## src/serial_host_regs.svh

```systemverilog
// timing counts and fixed byte values for the serial port host controller
`ifndef SERIAL_HOST_REGS_SVH
`define SERIAL_HOST_REGS_SVH

// system clock period
`define CLK_PERIOD_NS 50

// least time both select pins stay low for a hardware reset
`define RESET_HOLD_NS 100
`define RESET_HOLD_CYCLES ((`RESET_HOLD_NS + `CLK_PERIOD_NS - 1) / `CLK_PERIOD_NS)

// one quarter of a serial clock period (10 us period, 100 kHz)
`define SCK_QUARTER_NS 2500
`define SCK_QUARTER_CYCLES (`SCK_QUARTER_NS / `CLK_PERIOD_NS)

// byte synchronisation string: fill bytes, then the closing byte
`define SYNC_FILL 8'hFF
`define SYNC_END 8'hFE
`define SYNC_FILL_COUNT 2'h2

// bit positions inside a transfer: last bit of a three-wire byte, two-wire acknowledge bit
`define BYTE_LAST_BIT 4'h7
`define ACK_BIT 4'h8

// depth of the answer buffer
`define ANSWER_DEPTH 8

`endif
```

## src/serial_host_pkg.sv

```systemverilog
// types shared by the serial port host controller and its user side
package serial_host_pkg;

  typedef enum logic [2:0] {
    OP_MODE = 3'b000,
    OP_ENABLE = 3'b001,
    OP_RESET = 3'b010,
    OP_START = 3'b011,
    OP_STOP = 3'b100,
    OP_WRITE = 3'b101,
    OP_READ = 3'b110,
    OP_SYNC = 3'b111
  } op_t;

  typedef enum logic [2:0] {
    ST_IDLE = 3'b000,
    ST_RESET = 3'b001,
    ST_START = 3'b010,
    ST_STOP = 3'b011,
    ST_BIT = 3'b100
  } state_t;

  typedef struct packed {
    op_t op;
    logic [7:0] data;
    logic last;
  } cmd_t;

  typedef struct packed {
    logic [7:0] data;
    logic ack_missing;
  } rsp_t;

  typedef struct packed {
    logic sck_o;
    logic sck_oe_n;
    logic sda_o;
    logic sda_oe_n;
  } pins_t;

endpackage : serial_host_pkg

```

## src/answer_fifo.sv

```systemverilog
// first-in first-out buffer with valid and ready on both sides
`timescale 1ns/1ns
module answer_fifo #(
  parameter int WIDTH = 9,
  parameter int DEPTH = 8,
  parameter int AW = $clog2(DEPTH)
) (
  input wire logic clock,
  input wire logic reset_n,
  input wire logic in_valid,
  output logic in_ready,
  input wire logic [WIDTH-1:0] in_data,
  output logic out_valid,
  input wire logic out_ready,
  output logic [WIDTH-1:0] out_data
);

  typedef struct packed {
    logic [AW:0] wr;
    logic [AW:0] rd;
  } ptr_t;

  ptr_t st;
  ptr_t next_st;
  logic [WIDTH-1:0] mem [DEPTH];
  logic push;
  logic pop;

  assign out_valid = (st.wr != st.rd);
  assign in_ready = (st.wr[AW-1:0] != st.rd[AW-1:0]) || (st.wr[AW] == st.rd[AW]);
  assign push = in_valid && in_ready;
  assign pop = out_valid && out_ready;
  assign out_data = mem[st.rd[AW-1:0]];

  always_comb begin
    next_st = st;
    if (push) begin
      next_st.wr = st.wr + (AW+1)'(1);
    end
    if (pop) begin
      next_st.rd = st.rd + (AW+1)'(1);
    end
  end

  always_ff @(posedge clock or negedge reset_n) begin
    if (!reset_n) begin
      st <= '0;
    end else begin
      st <= next_st;
    end
  end

  // storage holds no control state, so it needs no reset
  always_ff @(posedge clock) begin
    if (push) begin
      mem[st.wr[AW-1:0]] <= in_data;
    end
  end

endmodule : answer_fifo

```

## src/quarter_timer.sv

```systemverilog
// quarter-bit tick generator for the serial clock divider
`timescale 1ns/1ns
module quarter_timer #(
  parameter int QUARTER = 50
) (
  input wire logic clock,
  input wire logic reset_n,
  input wire logic run,
  output logic tick
);

  typedef struct packed {
    logic [15:0] count;
  } timer_t;

  timer_t st;
  timer_t next_st;

  always_comb begin
    next_st = st;
    if (!run || tick) begin
      next_st.count = 16'h0000;
    end else begin
      next_st.count = st.count + 16'h0001;
    end
  end

  // restarting on idle keeps every bit phase a full quarter long
  assign tick = run && (st.count == 16'(QUARTER - 1));

  always_ff @(posedge clock or negedge reset_n) begin
    if (!reset_n) begin
      st <= '0;
    end else begin
      st <= next_st;
    end
  end

endmodule : quarter_timer

```

## src/serial_host_ctrl.sv

```systemverilog
// host controller driving the dual-mode serial control port of a decoder
//
// How it works
// two-wire slave: mode low, enable high
// two-wire lines idle high, released
// data changes only while clock low
// start is data falling, clock high
// stop is data rising, clock high
// eight-bit words, ninth bit acknowledges
// mode pin high selects three-wire port
// clock on SCK, data in, data out
// enable low disables three-wire port
// enable high allows three-wire transfers
// both pins low resets, 100 ns least
// sync string FF, FF, FE
// extra FF bytes allowed, FE ends
// three-wire transfers are whole bytes
// enable rising edge resynchronises device
// two-wire enable low resets device
// enable tied high needs sync string
// device samples rising, shifts falling, MSB first
`timescale 1ns/1ns
`include "serial_host_regs.svh"
module serial_host_ctrl
  import serial_host_pkg::*;
#(
  parameter int QUARTER = `SCK_QUARTER_CYCLES,
  parameter int HOLD = `RESET_HOLD_CYCLES,
  parameter int DEPTH = `ANSWER_DEPTH
) (
  input wire logic clock,
  input wire logic reset_n,
  input wire logic cmd_valid,
  output logic cmd_ready,
  input wire cmd_t cmd,
  output logic rsp_valid,
  input wire logic rsp_ready,
  output rsp_t rsp,
  output logic busy,
  output logic serial_mode_select,
  output logic port_enable,
  output logic sck_out,
  output logic sck_oe_n,
  output logic sda_out,
  output logic sda_oe_n,
  input wire logic sda_in,
  input wire logic serial_out_pin
);

  typedef struct packed {
    state_t state;
    logic [1:0] phase;
    logic [3:0] bit_idx;
    logic [7:0] shift;
    logic [7:0] rx;
    op_t op;
    logic nack_last;
    logic ack_missing;
    logic [1:0] sync_left;
    logic [7:0] hold;
    logic smode;
    logic pen;
    logic sck;
    logic sda;
    pins_t pins;
    logic sda_meta;
    logic sda_sync;
    logic so_meta;
    logic so_sync;
    logic push;
    rsp_t out;
  } ctl_t;

  ctl_t st;
  ctl_t next_st;
  logic tick;
  logic run;
  logic fifo_in_ready;
  logic needs_room;
  logic sample;

  // in two-wire mode the pins are open drain: drive low or release
  function automatic pins_t drive(input logic spi, input logic sck, input logic sda);
    pins_t p;
    if (spi) begin
      p.sck_o = sck;
      p.sck_oe_n = 1'h0;
      p.sda_o = sda;
      p.sda_oe_n = 1'h0;
    end else begin
      p.sck_o = 1'h0;
      p.sck_oe_n = sck;
      p.sda_o = 1'h0;
      p.sda_oe_n = sda;
    end
    return p;
  endfunction : drive

  function automatic logic [3:0] last_bit(input logic spi);
    // three-wire bytes have no acknowledge slot
    return spi ? `BYTE_LAST_BIT : `ACK_BIT;
  endfunction : last_bit

  assign run = (st.state == ST_START) || (st.state == ST_STOP) || (st.state == ST_BIT);
  assign needs_room = (cmd.op == OP_WRITE) || (cmd.op == OP_READ);
  assign cmd_ready = (st.state == ST_IDLE) && (!needs_room || fifo_in_ready);
  assign busy = (st.state != ST_IDLE);
  assign sample = st.smode ? st.so_sync : st.sda_sync;

  assign serial_mode_select = st.smode;
  assign port_enable = st.pen;
  assign sck_out = st.pins.sck_o;
  assign sck_oe_n = st.pins.sck_oe_n;
  assign sda_out = st.pins.sda_o;
  assign sda_oe_n = st.pins.sda_oe_n;

  quarter_timer #(
    .QUARTER(QUARTER)
  ) u_timer (
    .clock(clock),
    .reset_n(reset_n),
    .run(run),
    .tick(tick)
  );

  answer_fifo #(
    .WIDTH($bits(rsp_t)),
    .DEPTH(DEPTH)
  ) u_fifo (
    .clock(clock),
    .reset_n(reset_n),
    .in_valid(st.push),
    .in_ready(fifo_in_ready),
    .in_data(st.out),
    .out_valid(rsp_valid),
    .out_ready(rsp_ready),
    .out_data(rsp)
  );

  always_comb begin
    next_st = st;
    next_st.sda_meta = sda_in;
    next_st.sda_sync = st.sda_meta;
    next_st.so_meta = serial_out_pin;
    next_st.so_sync = st.so_meta;
    next_st.push = 1'h0;
    case (st.state)
      ST_IDLE: begin
        if (cmd_valid && cmd_ready) begin
          next_st.op = cmd.op;
          next_st.phase = 2'h0;
          case (cmd.op)
            OP_MODE: begin
              next_st.smode = cmd.data[0];
              // three-wire starts disabled; two-wire needs enable held high
              next_st.pen = ~cmd.data[0];
              next_st.sck = ~cmd.data[0];
              next_st.sda = 1'h1;
            end
            OP_ENABLE: begin
              // a rise re-aligns the device to a byte boundary
              next_st.pen = cmd.data[0];
            end
            OP_RESET: begin
              next_st.smode = 1'h0;
              next_st.pen = 1'h0;
              next_st.sck = 1'h1;
              next_st.sda = 1'h1;
              next_st.hold = 8'(HOLD - 1);
              next_st.state = ST_RESET;
            end
            OP_START: begin
              if (!st.smode) begin
                if (!st.sck) begin
                  next_st.sda = 1'h1;
                end
                next_st.state = ST_START;
              end
            end
            OP_STOP: begin
              if (!st.smode) begin
                next_st.sck = 1'h0;
                next_st.state = ST_STOP;
              end
            end
            OP_WRITE, OP_READ: begin
              next_st.bit_idx = 4'h0;
              next_st.ack_missing = 1'h0;
              next_st.sync_left = 2'h0;
              next_st.nack_last = cmd.last;
              next_st.sck = 1'h0;
              if (!st.smode && cmd.op == OP_READ) begin
                next_st.shift = `SYNC_FILL;
                next_st.sda = 1'h1;
              end else begin
                next_st.shift = cmd.data;
                next_st.sda = cmd.data[7];
              end
              next_st.state = ST_BIT;
            end
            OP_SYNC: begin
              if (st.smode) begin
                next_st.bit_idx = 4'h0;
                next_st.ack_missing = 1'h0;
                next_st.shift = `SYNC_FILL;
                next_st.sync_left = `SYNC_FILL_COUNT;
                next_st.sck = 1'h0;
                next_st.sda = 1'h1;
                next_st.state = ST_BIT;
              end
            end
            default: begin
              next_st.state = ST_IDLE;
            end
          endcase
        end
      end
      ST_RESET: begin
        // held from the counter, never from the slow serial tick
        if (st.hold == 8'h00) begin
          next_st.pen = 1'h1;
          next_st.state = ST_IDLE;
        end else begin
          next_st.hold = st.hold - 8'h01;
        end
      end
      ST_START: begin
        if (tick) begin
          next_st.phase = st.phase + 2'h1;
          case (st.phase)
            2'h0: next_st.sck = 1'h1;
            2'h1: next_st.sda = 1'h0;
            default: begin
              next_st.sck = 1'h0;
              next_st.state = ST_IDLE;
            end
          endcase
        end
      end
      ST_STOP: begin
        if (tick) begin
          next_st.phase = st.phase + 2'h1;
          case (st.phase)
            2'h0: next_st.sda = 1'h0;
            2'h1: next_st.sck = 1'h1;
            default: begin
              next_st.sda = 1'h1;
              next_st.state = ST_IDLE;
            end
          endcase
        end
      end
      ST_BIT: begin
        if (tick) begin
          next_st.phase = st.phase + 2'h1;
          case (st.phase)
            2'h0: begin
              next_st.phase = 2'h1;
            end
            2'h1: begin
              next_st.sck = 1'h1;
            end
            2'h2: begin
              // midway through the high half, after the device's falling-edge update
              if (st.bit_idx == `ACK_BIT) begin
                next_st.ack_missing = sample;
              end else begin
                next_st.rx = {st.rx[6:0], sample};
              end
            end
            default: begin
              next_st.sck = 1'h0;
              if (st.bit_idx == last_bit(st.smode)) begin
                if (st.sync_left != 2'h0) begin
                  next_st.sync_left = st.sync_left - 2'h1;
                  next_st.bit_idx = 4'h0;
                  if (st.sync_left == 2'h1) begin
                    next_st.shift = `SYNC_END;
                  end else begin
                    next_st.shift = `SYNC_FILL;
                  end
                  next_st.sda = 1'h1;
                end else begin
                  if (st.op != OP_SYNC) begin
                    next_st.push = 1'h1;
                    next_st.out.data = st.rx;
                    next_st.out.ack_missing = st.ack_missing;
                  end
                  next_st.state = ST_IDLE;
                end
              end else begin
                next_st.bit_idx = st.bit_idx + 4'h1;
                next_st.shift = {st.shift[6:0], 1'h0};
                if (st.bit_idx + 4'h1 == `ACK_BIT) begin
                  // reader answers; writer releases the line for the device
                  next_st.sda = (st.op == OP_READ) ? st.nack_last : 1'h1;
                end else begin
                  next_st.sda = st.shift[6];
                end
              end
            end
          endcase
        end
      end
      default: begin
        next_st.state = ST_IDLE;
      end
    endcase
    next_st.pins = drive(next_st.smode, next_st.sck, next_st.sda);
  end

  always_ff @(posedge clock or negedge reset_n) begin
    if (!reset_n) begin
      st <= '0;
      st.state <= ST_IDLE;
      st.op <= OP_MODE;
      st.pen <= 1'h1;
      st.sck <= 1'h1;
      st.sda <= 1'h1;
      st.pins <= '{sck_o: 1'h0, sck_oe_n: 1'h1, sda_o: 1'h0, sda_oe_n: 1'h1};
    end else begin
      st <= next_st;
    end
  end

endmodule : serial_host_ctrl

```

## config.mk

```make
export PLATFORM = sky130hd
export DESIGN_NAME = serial_host_ctrl
export DESIGN_NICKNAME = d
export VERILOG_FILES = /design/src/serial_host_pkg.sv /design/src/answer_fifo.sv /design/src/quarter_timer.sv /design/src/serial_host_ctrl.sv
export VERILOG_INCLUDE_DIRS = /design/src
export SDC_FILE = /design/constraint.sdc
export NUM_CORES = 1
export LEC_CHECK = 0
export BUFFER_PORTS_ARGS = -buffer_cell sky130_fd_sc_hd__buf_2
export CAP_MARGIN = 10
export CORE_UTILIZATION = 45
export CTS_CLUSTER_SIZE = 16
export DETAILED_ROUTE_END_ITERATION = 10
export GPL_ROUTABILITY_DRIVEN = 0
export GPL_TIMING_DRIVEN = 1
export SYNTH_ARGS = -nofsm -noshare
export SYNTH_HDL_FRONTEND = slang
export SYNTH_HIERARCHICAL = 1
export SYNTH_SLANG_ARGS = --single-unit
export TNS_END_PERCENT = 10
```

## constraint.sdc

```tcl
create_clock -name clock -period 2.7 [get_ports clock]
set_input_delay 0.27 -clock clock [delete_from_list [all_inputs] [get_ports clock]]
set_output_delay 0.27 -clock clock [all_outputs]
set_load 0.005 [all_outputs]
```

# After elaboration in Yosys (flattened, before gate mapping)
# Memory sizes are Yosys's and may differ from the RTL's.
# Cells that the tools add are included.
# Widths: inputs -> output; s select.
dict set report totals {
  register_bits 85
  latch_bits 0
  ramBits 72
  rom_bits 0
  inputBits 18
  output_inout_bits 18
  elab_cells 200
  memories 1
}
# name depth word_bits rd rd_ports_with_merged_regs wr line
set mem_list {}
lappend mem_list {u_fifo.mem 8 9 1 0 1 answer_fifo.sv:25} ;# logic [WIDTH-1:0] mem [DEPTH];
dict set report op_classes {
  n_addsub 7
  multipliers 0
  div_mod_pow 0
  n_lt_le_gt_ge 0
  eq_ne 43
  n_shift 0
  mux 76
  bitwise 4
  reduce_logical 41
}
# op count
set op_table {}
lappend op_table {{$mux 10} 6}
lappend op_table {{$mux 12} 4}
lappend op_table {{$pmux 12 s2} 2}
lappend op_table {{$mux 8} 5}
lappend op_table {{$mux 3} 10}
lappend op_table {{$mux 25} 1}
lappend op_table {{$mux 1} 19}
lappend op_table {{$eq 3x3->1 const B} 6}
lappend op_table {{$mux 17} 1}
lappend op_table {{$add 16x1->16 const B} 1}
lappend op_table {{$eq 16x6->1 const B} 1}
lappend op_table {{$mux 16} 1}
lappend op_table {{$mux 2} 8}
lappend op_table {{$ne 2x1->1 const B} 8}
lappend op_table {{$pmux 8 s2} 1}
lappend op_table {{$reduce_and 4->1} 4}
lappend op_table {{$mux 15} 1}
lappend op_table {{$pmux 3 s5} 1}
lappend op_table {{$reduce_and 7->1} 2}
lappend op_table {{$add 4x1->4 const B} 3}
lappend op_table {{$eq 3x2->1 const B} 4}
lappend op_table {{$ne 3x3->1 const B} 4}
lappend op_table {{$pmux 3 s2} 2}
lappend op_table {{$pmux 3 s4} 1}
lappend op_table {{other kinds (40)} 75}

# Depth between registers and ports, before layout
# Gate-level depths: netlist of run 1.
dict set report depth {
  word_depth 9
  ltp_mapped 13
  depth_no_buf 11
}

# Hierarchy
# Netlist of run 1, hierarchy kept.
# mod n_inst cells_each area_per_inst_um2
set by_module_without_submodules {}
lappend by_module_without_submodules {serial_host_ctrl 1 356 3365.7}
lappend by_module_without_submodules {answer_fifo 1 161 3306.9}
lappend by_module_without_submodules {quarter_timer 1 85 900.9}

# Worst setup path after synthesis of run 1
# Ideal clock, no wire load.
dict set report synth_timing {
  path_kind {reg2reg}
  from {register st[60] (netlist name)}
  to {register st[0] (netlist name)}
  setup_ns 0.125
  t_arrival_ns 2.574
  required_ns 2.575
  path_slack_ns 0.002
  stages_incl_launch_ff 11
  n_path_buf 2
  cell_sequence {dfrtp_1 buf_2 nor2_1 nand2_1 o21ai_0 inv_1 nor2_1 clkbuf_1 nand4_1 a311oi_4 mux2_2}
}

==> results.toml, run 1 <==
[status]
outcome = "finished, final reports clean"

[sta]
period_minus_slack_ns = 2.50
hold_violations = 0
worst_pin_slew_ns = 1.01
clock_skew_ns = 0.00924
fmax_ghz = 0.400
relSlewSlack_pct = 32.1
tns_ns = 0
period_share_pct = 92.6
setup_viol = 0
setup_ws_ns = 0.199
rsz0062_at_grt = "no"
final-max-slew-violation-count = 0

[place]
io_buffers = 35
dp_hpwl_um = 10500
placed_area_um2 = 8150
pre_cts_slack_ns = 0.0811

[setup_path]
end_kind = "register"
cp.arrival_ns = 2.80
r2r_start = "u_timer/st[1]"
required_ns = 3.00
ff2ff_path_depth = 9
r2r_slack_ns = 0.20
setup.worst_path.start_class = "register"
crit_type = "register to register"
r2r_end = "st[8]"
worstPathMaxFanout = 10

[global_route]
overflow = 0
grt_use_total_pct = 19.2
busiest_layer = "met2"
grt_first_pass_wirelength_um = 25900
grt_max_degree = 48
met3_usage_pct = 3.34
antenna_found_initial = 0
grtUsageMet1_pct = 24.7
grt_use_met2_pct = 32.1
grt_pass1_vias = 5093

[clocking]
cts_max_path_buffers = 2
htree_levels = 4
tritoncts = "built"
ctsRootBufferMaster = "clkbuf_16"
cts_buffers = 17
cts.sinks = 157
clk_latency_ns = 0.42
clk_pin_slew_worst_paths_ns = 0.06

[die]
die_h_um = 132
rows = 47
die_x_um = 132
dieArea_um2 = 17400
initial_core_util_pct = 45.8
core_um2 = 16500
ios = 36

[final_layout]
antenna_cells = 0
drive_above_1_share_pct = 27.7
post-route-cell-area_um2 = 8800
design.final.nets = 698
area.growth.synth_to_final_pct = 16.2

[synth]
async_flop_share_pct = 54.1
synth-seq-cells = 157
syn-cell-area_um2 = 7570
netlist_top_cells_count = "dfrtp_1, edfxtp_1, nor2_1, nand2_1, o21ai_0"
synth.most_common_cell = "dfrtp_1"
synth_cell_types = 73
synthCells = 602
syn-num-nets = 635
synth_area_leaders = "edfxtp_1, dfrtp_1, mux4_2, mux2_2, nor2_1"
synth_top_area_cell = "edfxtp_1"
synth_edf_count = 72
ys.flop_type = "dfrtp_1"
syn_avg_cell_area_um2 = 12.6
netlist.area_leader.share_pct = 28.5
ys_warn_count = 6
yosysSeqAreaShare_pct = 56.7

[detailed_routing]
wl_per_cell_um = 17.3
vias_per_cell = 5.58
ant_nets = 0
vias = 5014
drt-initial-drc-count = 241
drc_errors = 0
wl_um = 15500
detail_route.first_pass.iterations = 4

[flow_run]
maxCapViolations = 0

[power]
p_per_area_nw_per_um2 = 760
p_leak_nw = 3.23
ir_drop_mv = 0.441

[hold_path]
min_to = "st[33]"
worstHoldPathType = "input port to register"
hold_depth = 2
hp-start = "cmd[0]"
[cells by family (layout without fill, tap and decap cells)]
kind of cell | Yosys count | count (layout) | synth area share, %
adder cells (fa/ha/maj) | 15 | 15 | 2.48
multiplexers | 57 | 57 | 11.0
AND/OR/NAND/NOR | 199 | 199 | 14.3
buffers and inverters | 50 | 126 | 2.97
AO/OA/AOI/OAI | 101 | 101 | 9.57
flip-flops | 157 | 157 | 56.7
XOR/XNOR | 23 | 23 | 2.96
[layer usage]
metal | wire length, um | vias up
met2 | 7880 | 79
li1 | - | 2372
met5 | 0 | -
met1 | 7040 | 2550
met3 | 366 | 13
met4 | 203 | 0
[power by group]
part / internal, mW / total (mW) / switching (mW) / leakage, nW
sequential: 2.74 / 2.97 / 0.227 / 1.62
clock: 1.33 / 2.40 / 1.07 / 0.291
combinational: 0.543 / 1.32 / 0.778 / 1.32
[metrics by stage]
stage	hold WS, ns	utilization, %	total power, mW	instances
6_report	0.0811	53.3	6.69	898
5_1_grt	0.0760	53.3	7.04	898
4_1_cts	0.0660	53.1	6.75	897
3_5_place_dp	0.334	49.3	4.33	862
3_3_place_gp	0.323	49.3	4.28	862
2_1_floorplan	-0.0256	-	3.86	602
[worst max-delay path, stage by stage (launching register included)]
cell and delay (ns):
dfrtp_1 0.42, inv_1 0.07, ha_1 0.15, nor3b_2 0.18, nand4_1 0.19, nor2_2 0.17
nand4_1 0.24, a311oi_4 0.37, buf_4 0.24, mux2_2 0.35
[what timing repair did]
action	CTS	global route
hold buffers	3	0
buffers inserted	0	1
endpoints found under the setup margin	0	24
gates resized for setup	0	4
endpoints found under the hold margin	47	0
[worst max path at each step]
stage / startpoint / slack (ns) / end
3_5_place_dp: u_fifo/st[3] / 0.08 / st[56]
5_1_grt: u_fifo/st[3] / 0.04 / st[56]
6_report: u_timer/st[1] / 0.20 / st[8]
4_1_cts: u_fifo/st[3] / 0.03 / st[56]
2_1_floorplan: st[60] / 0.002 / st[0]
3_3_place_gp: u_timer/st[1] / 0.17 / st[4]
[sequential cells by signal, indices dropped and copies added, names as in the netlist, named ones only]
register	cells
sck_oe_n	1
st	52
u_fifo/mem	72
next_st	2
serial_mode_select	1
sda_oe_n	1
u_fifo/st	8
port_enable	1
u_timer/st	16
sck_out	1
sda_out	1
[layout by cell type, fill, tap and decap left out, drive strengths merged, types with 7 or more instances in the layout]
cell type  instances
o41ai              8
nor4              11
nor3              13
nand4              9
mux2i              7
clkbuf            18
a21oi             16
nand3             16
ha                15
o31ai              7
o21ai             32
nand2             40
nor2              69
mux4              18
dfrtp             80
o22ai              8
mux2              32
xor2               7
xnor2             16
and2               8
edfxtp            72
buf               67
inv               32
[layout make-up]
cell class,count,area [um2]
clock buffers,18,429
clock inverters,14,170
fillers,1416,7720
inverters,24,90.1
multi-input cells,395,3090
flip-flops and latches,157,4300
well taps,220,275
repair buffers,70,448
No activity file was read; power rests on OpenSTA's default activity.
==> run 2: changes to the inputs <==
==> constraint.sdc (replaced) <==
create_clock -name clock -period 3.2 [get_ports clock]
set_input_delay 0.32 -clock clock [delete_from_list [all_inputs] [get_ports clock]]
set_output_delay 0.32 -clock clock [all_outputs]
set_load 0.005 [all_outputs]
==> run 2 against run 1 <==
  * Clock skew increased by 0.011 ns
  * Core utilization down 0.74 points
  * Flip-flop and latch count stayed put
  * Register-to-register slack gained 0.19 ns
==> results.toml, run 2 (synthesized netlist as in run 1, its figures left out) <==
[hold_path]
worstHoldPathType = "input port to asynchronous set/reset pin"

[final_layout]
final_cell_mix = "dfrtp_1, edfxtp_1, nor2_1, nand2_1, buf_2"
antenna_cells = 0
filler_cell_count = 1417
regArea_um2 = 4300
design.final.nets = 683
largest_register_ffs = 72
fin_cells = 883
final_common_cell = "dfrtp_1"
multiInputGateArea_um2 = 3080
drive_above_1_share_pct = 25.8
area.growth.synth_to_final_pct = 14.6

[die]
initial_core_util_pct = 45.8
rows = 47
ios = 36
die_x_um = 132
die_h_um = 132
dieArea_um2 = 17400
core_um2 = 16500

[global_route]
grt_pass1_vias = 4899
grt_use_total_pct = 18.6
antenna_found_initial = 0
grt_max_degree = 86
overflow = 0
grt_first_pass_wirelength_um = 25100

[power]
ir_drop_mv = 0.378
p_leak_nw = 3.15
p_per_area_nw_per_um2 = 642

[setup_path]
cp-endpoint = "sda_oe_n"
required_ns = 3.56
r2r_end = "sda_oe_n"
r2r_slack_ns = 0.39
crit_type = "register to register"
r2r_start = "st[60]"
setup.worst_path.start_class = "register"
worstPathMaxFanout = 11
startpoint = "st[60]"
end_kind = "register"
cp.arrival_ns = 3.17
ff2ff_path_depth = 12

[clocking]
htree_levels = 4
clk_latency_ns = 0.43
clk_pin_slew_worst_paths_ns = 0.07
ctsRootBufferMaster = "clkbuf_16"
cts_buffers = 17
cts_max_path_buffers = 2
cts.sinks = 157
tritoncts = "built"
cts_resized = 0
post_cts_buffers = 0

[sta]
tns_ns = 0
period_share_pct = 87.8
setup_ws_ns = 0.390
rsz0062_at_grt = "no"
period_minus_slack_ns = 2.81
relSlewSlack_pct = 25.2
final-max-slew-violation-count = 0
clock_skew_ns = 0.0206
setup_viol = 0
worst_pin_slew_ns = 1.12
hold_violations = 0
fmax_ghz = 0.356

[detailed_routing]
detail_route.first_pass.iterations = 4
drc_errors = 0
drt-initial-drc-count = 277
ant_nets = 0
vias_per_cell = 5.55
wl_um = 15000
vias = 4897
wl_per_cell_um = 17.0

[status]
outcome = "finished, final reports clean"

[place]
place_inst = 849
pre_cts_slack_ns = 0.432
dp_hpwl_um = 9970
io_buffers = 35

[flow_run]
maxCapViolations = 0
run 2: changes by cell type in the layout (fill, tap and decap cells not counted):
cell and change:
a21oi_4 -1, inv_2 -1, nor2_2 -1, clkinv_8 +1, nor3b_2 -1, nor2_1 +1
nor3b_1 +1, inv_1 +1, inv_6 -1, a21oi_2 +1, dlygate4sd3_1 -1, buf_4 -14
run 2: cell type report:
class / instances / area share (%)
flip-flops and latches: 157 / 49.5
multi-input cells: 395 / 35.5
clock buffers: 18 / 4.95
repair buffers: 55 / 3.84
well taps: 220 / 3.17
clock inverters: 14 / 2.05
inverters: 24 / 1.04
run 2: worst min-delay path by stage:
stage | start | to | slack, ns
after floorplan | reset_n | next_st[10] | 0.02
final | reset_n | sda_out | 0.12
after detailed placement | next_st[12] | st[12] | 0.34
after global placement | next_st[10] | st[10] | 0.35
after CTS | cmd[0] | st[33] | 0.10
after global routing | cmd[0] | st[33] | 0.11
run 2: repair_timing:
item / 4_1_cts / 5_1_grt
endpoints found under the hold margin: 2 / 0
hold buffers: 2 / 0
endpoints found under the setup margin: 0 / 0
run 2: metal layers:
metal / part of all wire, % / vias to the layer above / global-route usage [%]
met4: 0.58 / 0 / 5.43
met5: 0 / - / 0
met2: 50 / 81 / 31.0
li1: - / 2339 / -
met1: 46 / 2471 / 24.3
met3: 2.9 / 6 / 4.15
run 2: worst max-delay path: stages (launching register included):
cell      delay, ns
dfrtp_1        0.50
nor2_1         0.29
nand2_1        0.11
o21ai_0        0.22
inv_1          0.10
nor2_1         0.16
buf_4          0.19
nand2b_1       0.08
o21ai_0        0.42
a21o_1         0.14
a222oi_1       0.09
o211ai_1       0.29
and2_1         0.17
run 2: through the flow:
stage	utilization, %	total power [mW]	hold WS (ns)	area, um2
after floorplan	-	3.26	0.0244	7570
final	52.5	5.57	0.118	8680
after CTS	52.5	5.63	0.102	8680
after detailed placement	48.7	3.57	0.340	8050
after global routing	52.5	5.87	0.110	8680
after global placement	48.7	3.55	0.352	8050
run 2: where the power goes:
group / internal [mW] / switching (mW)
clock: 1.12 / 0.909
combinational: 0.401 / 0.618
sequential: 2.31 / 0.210
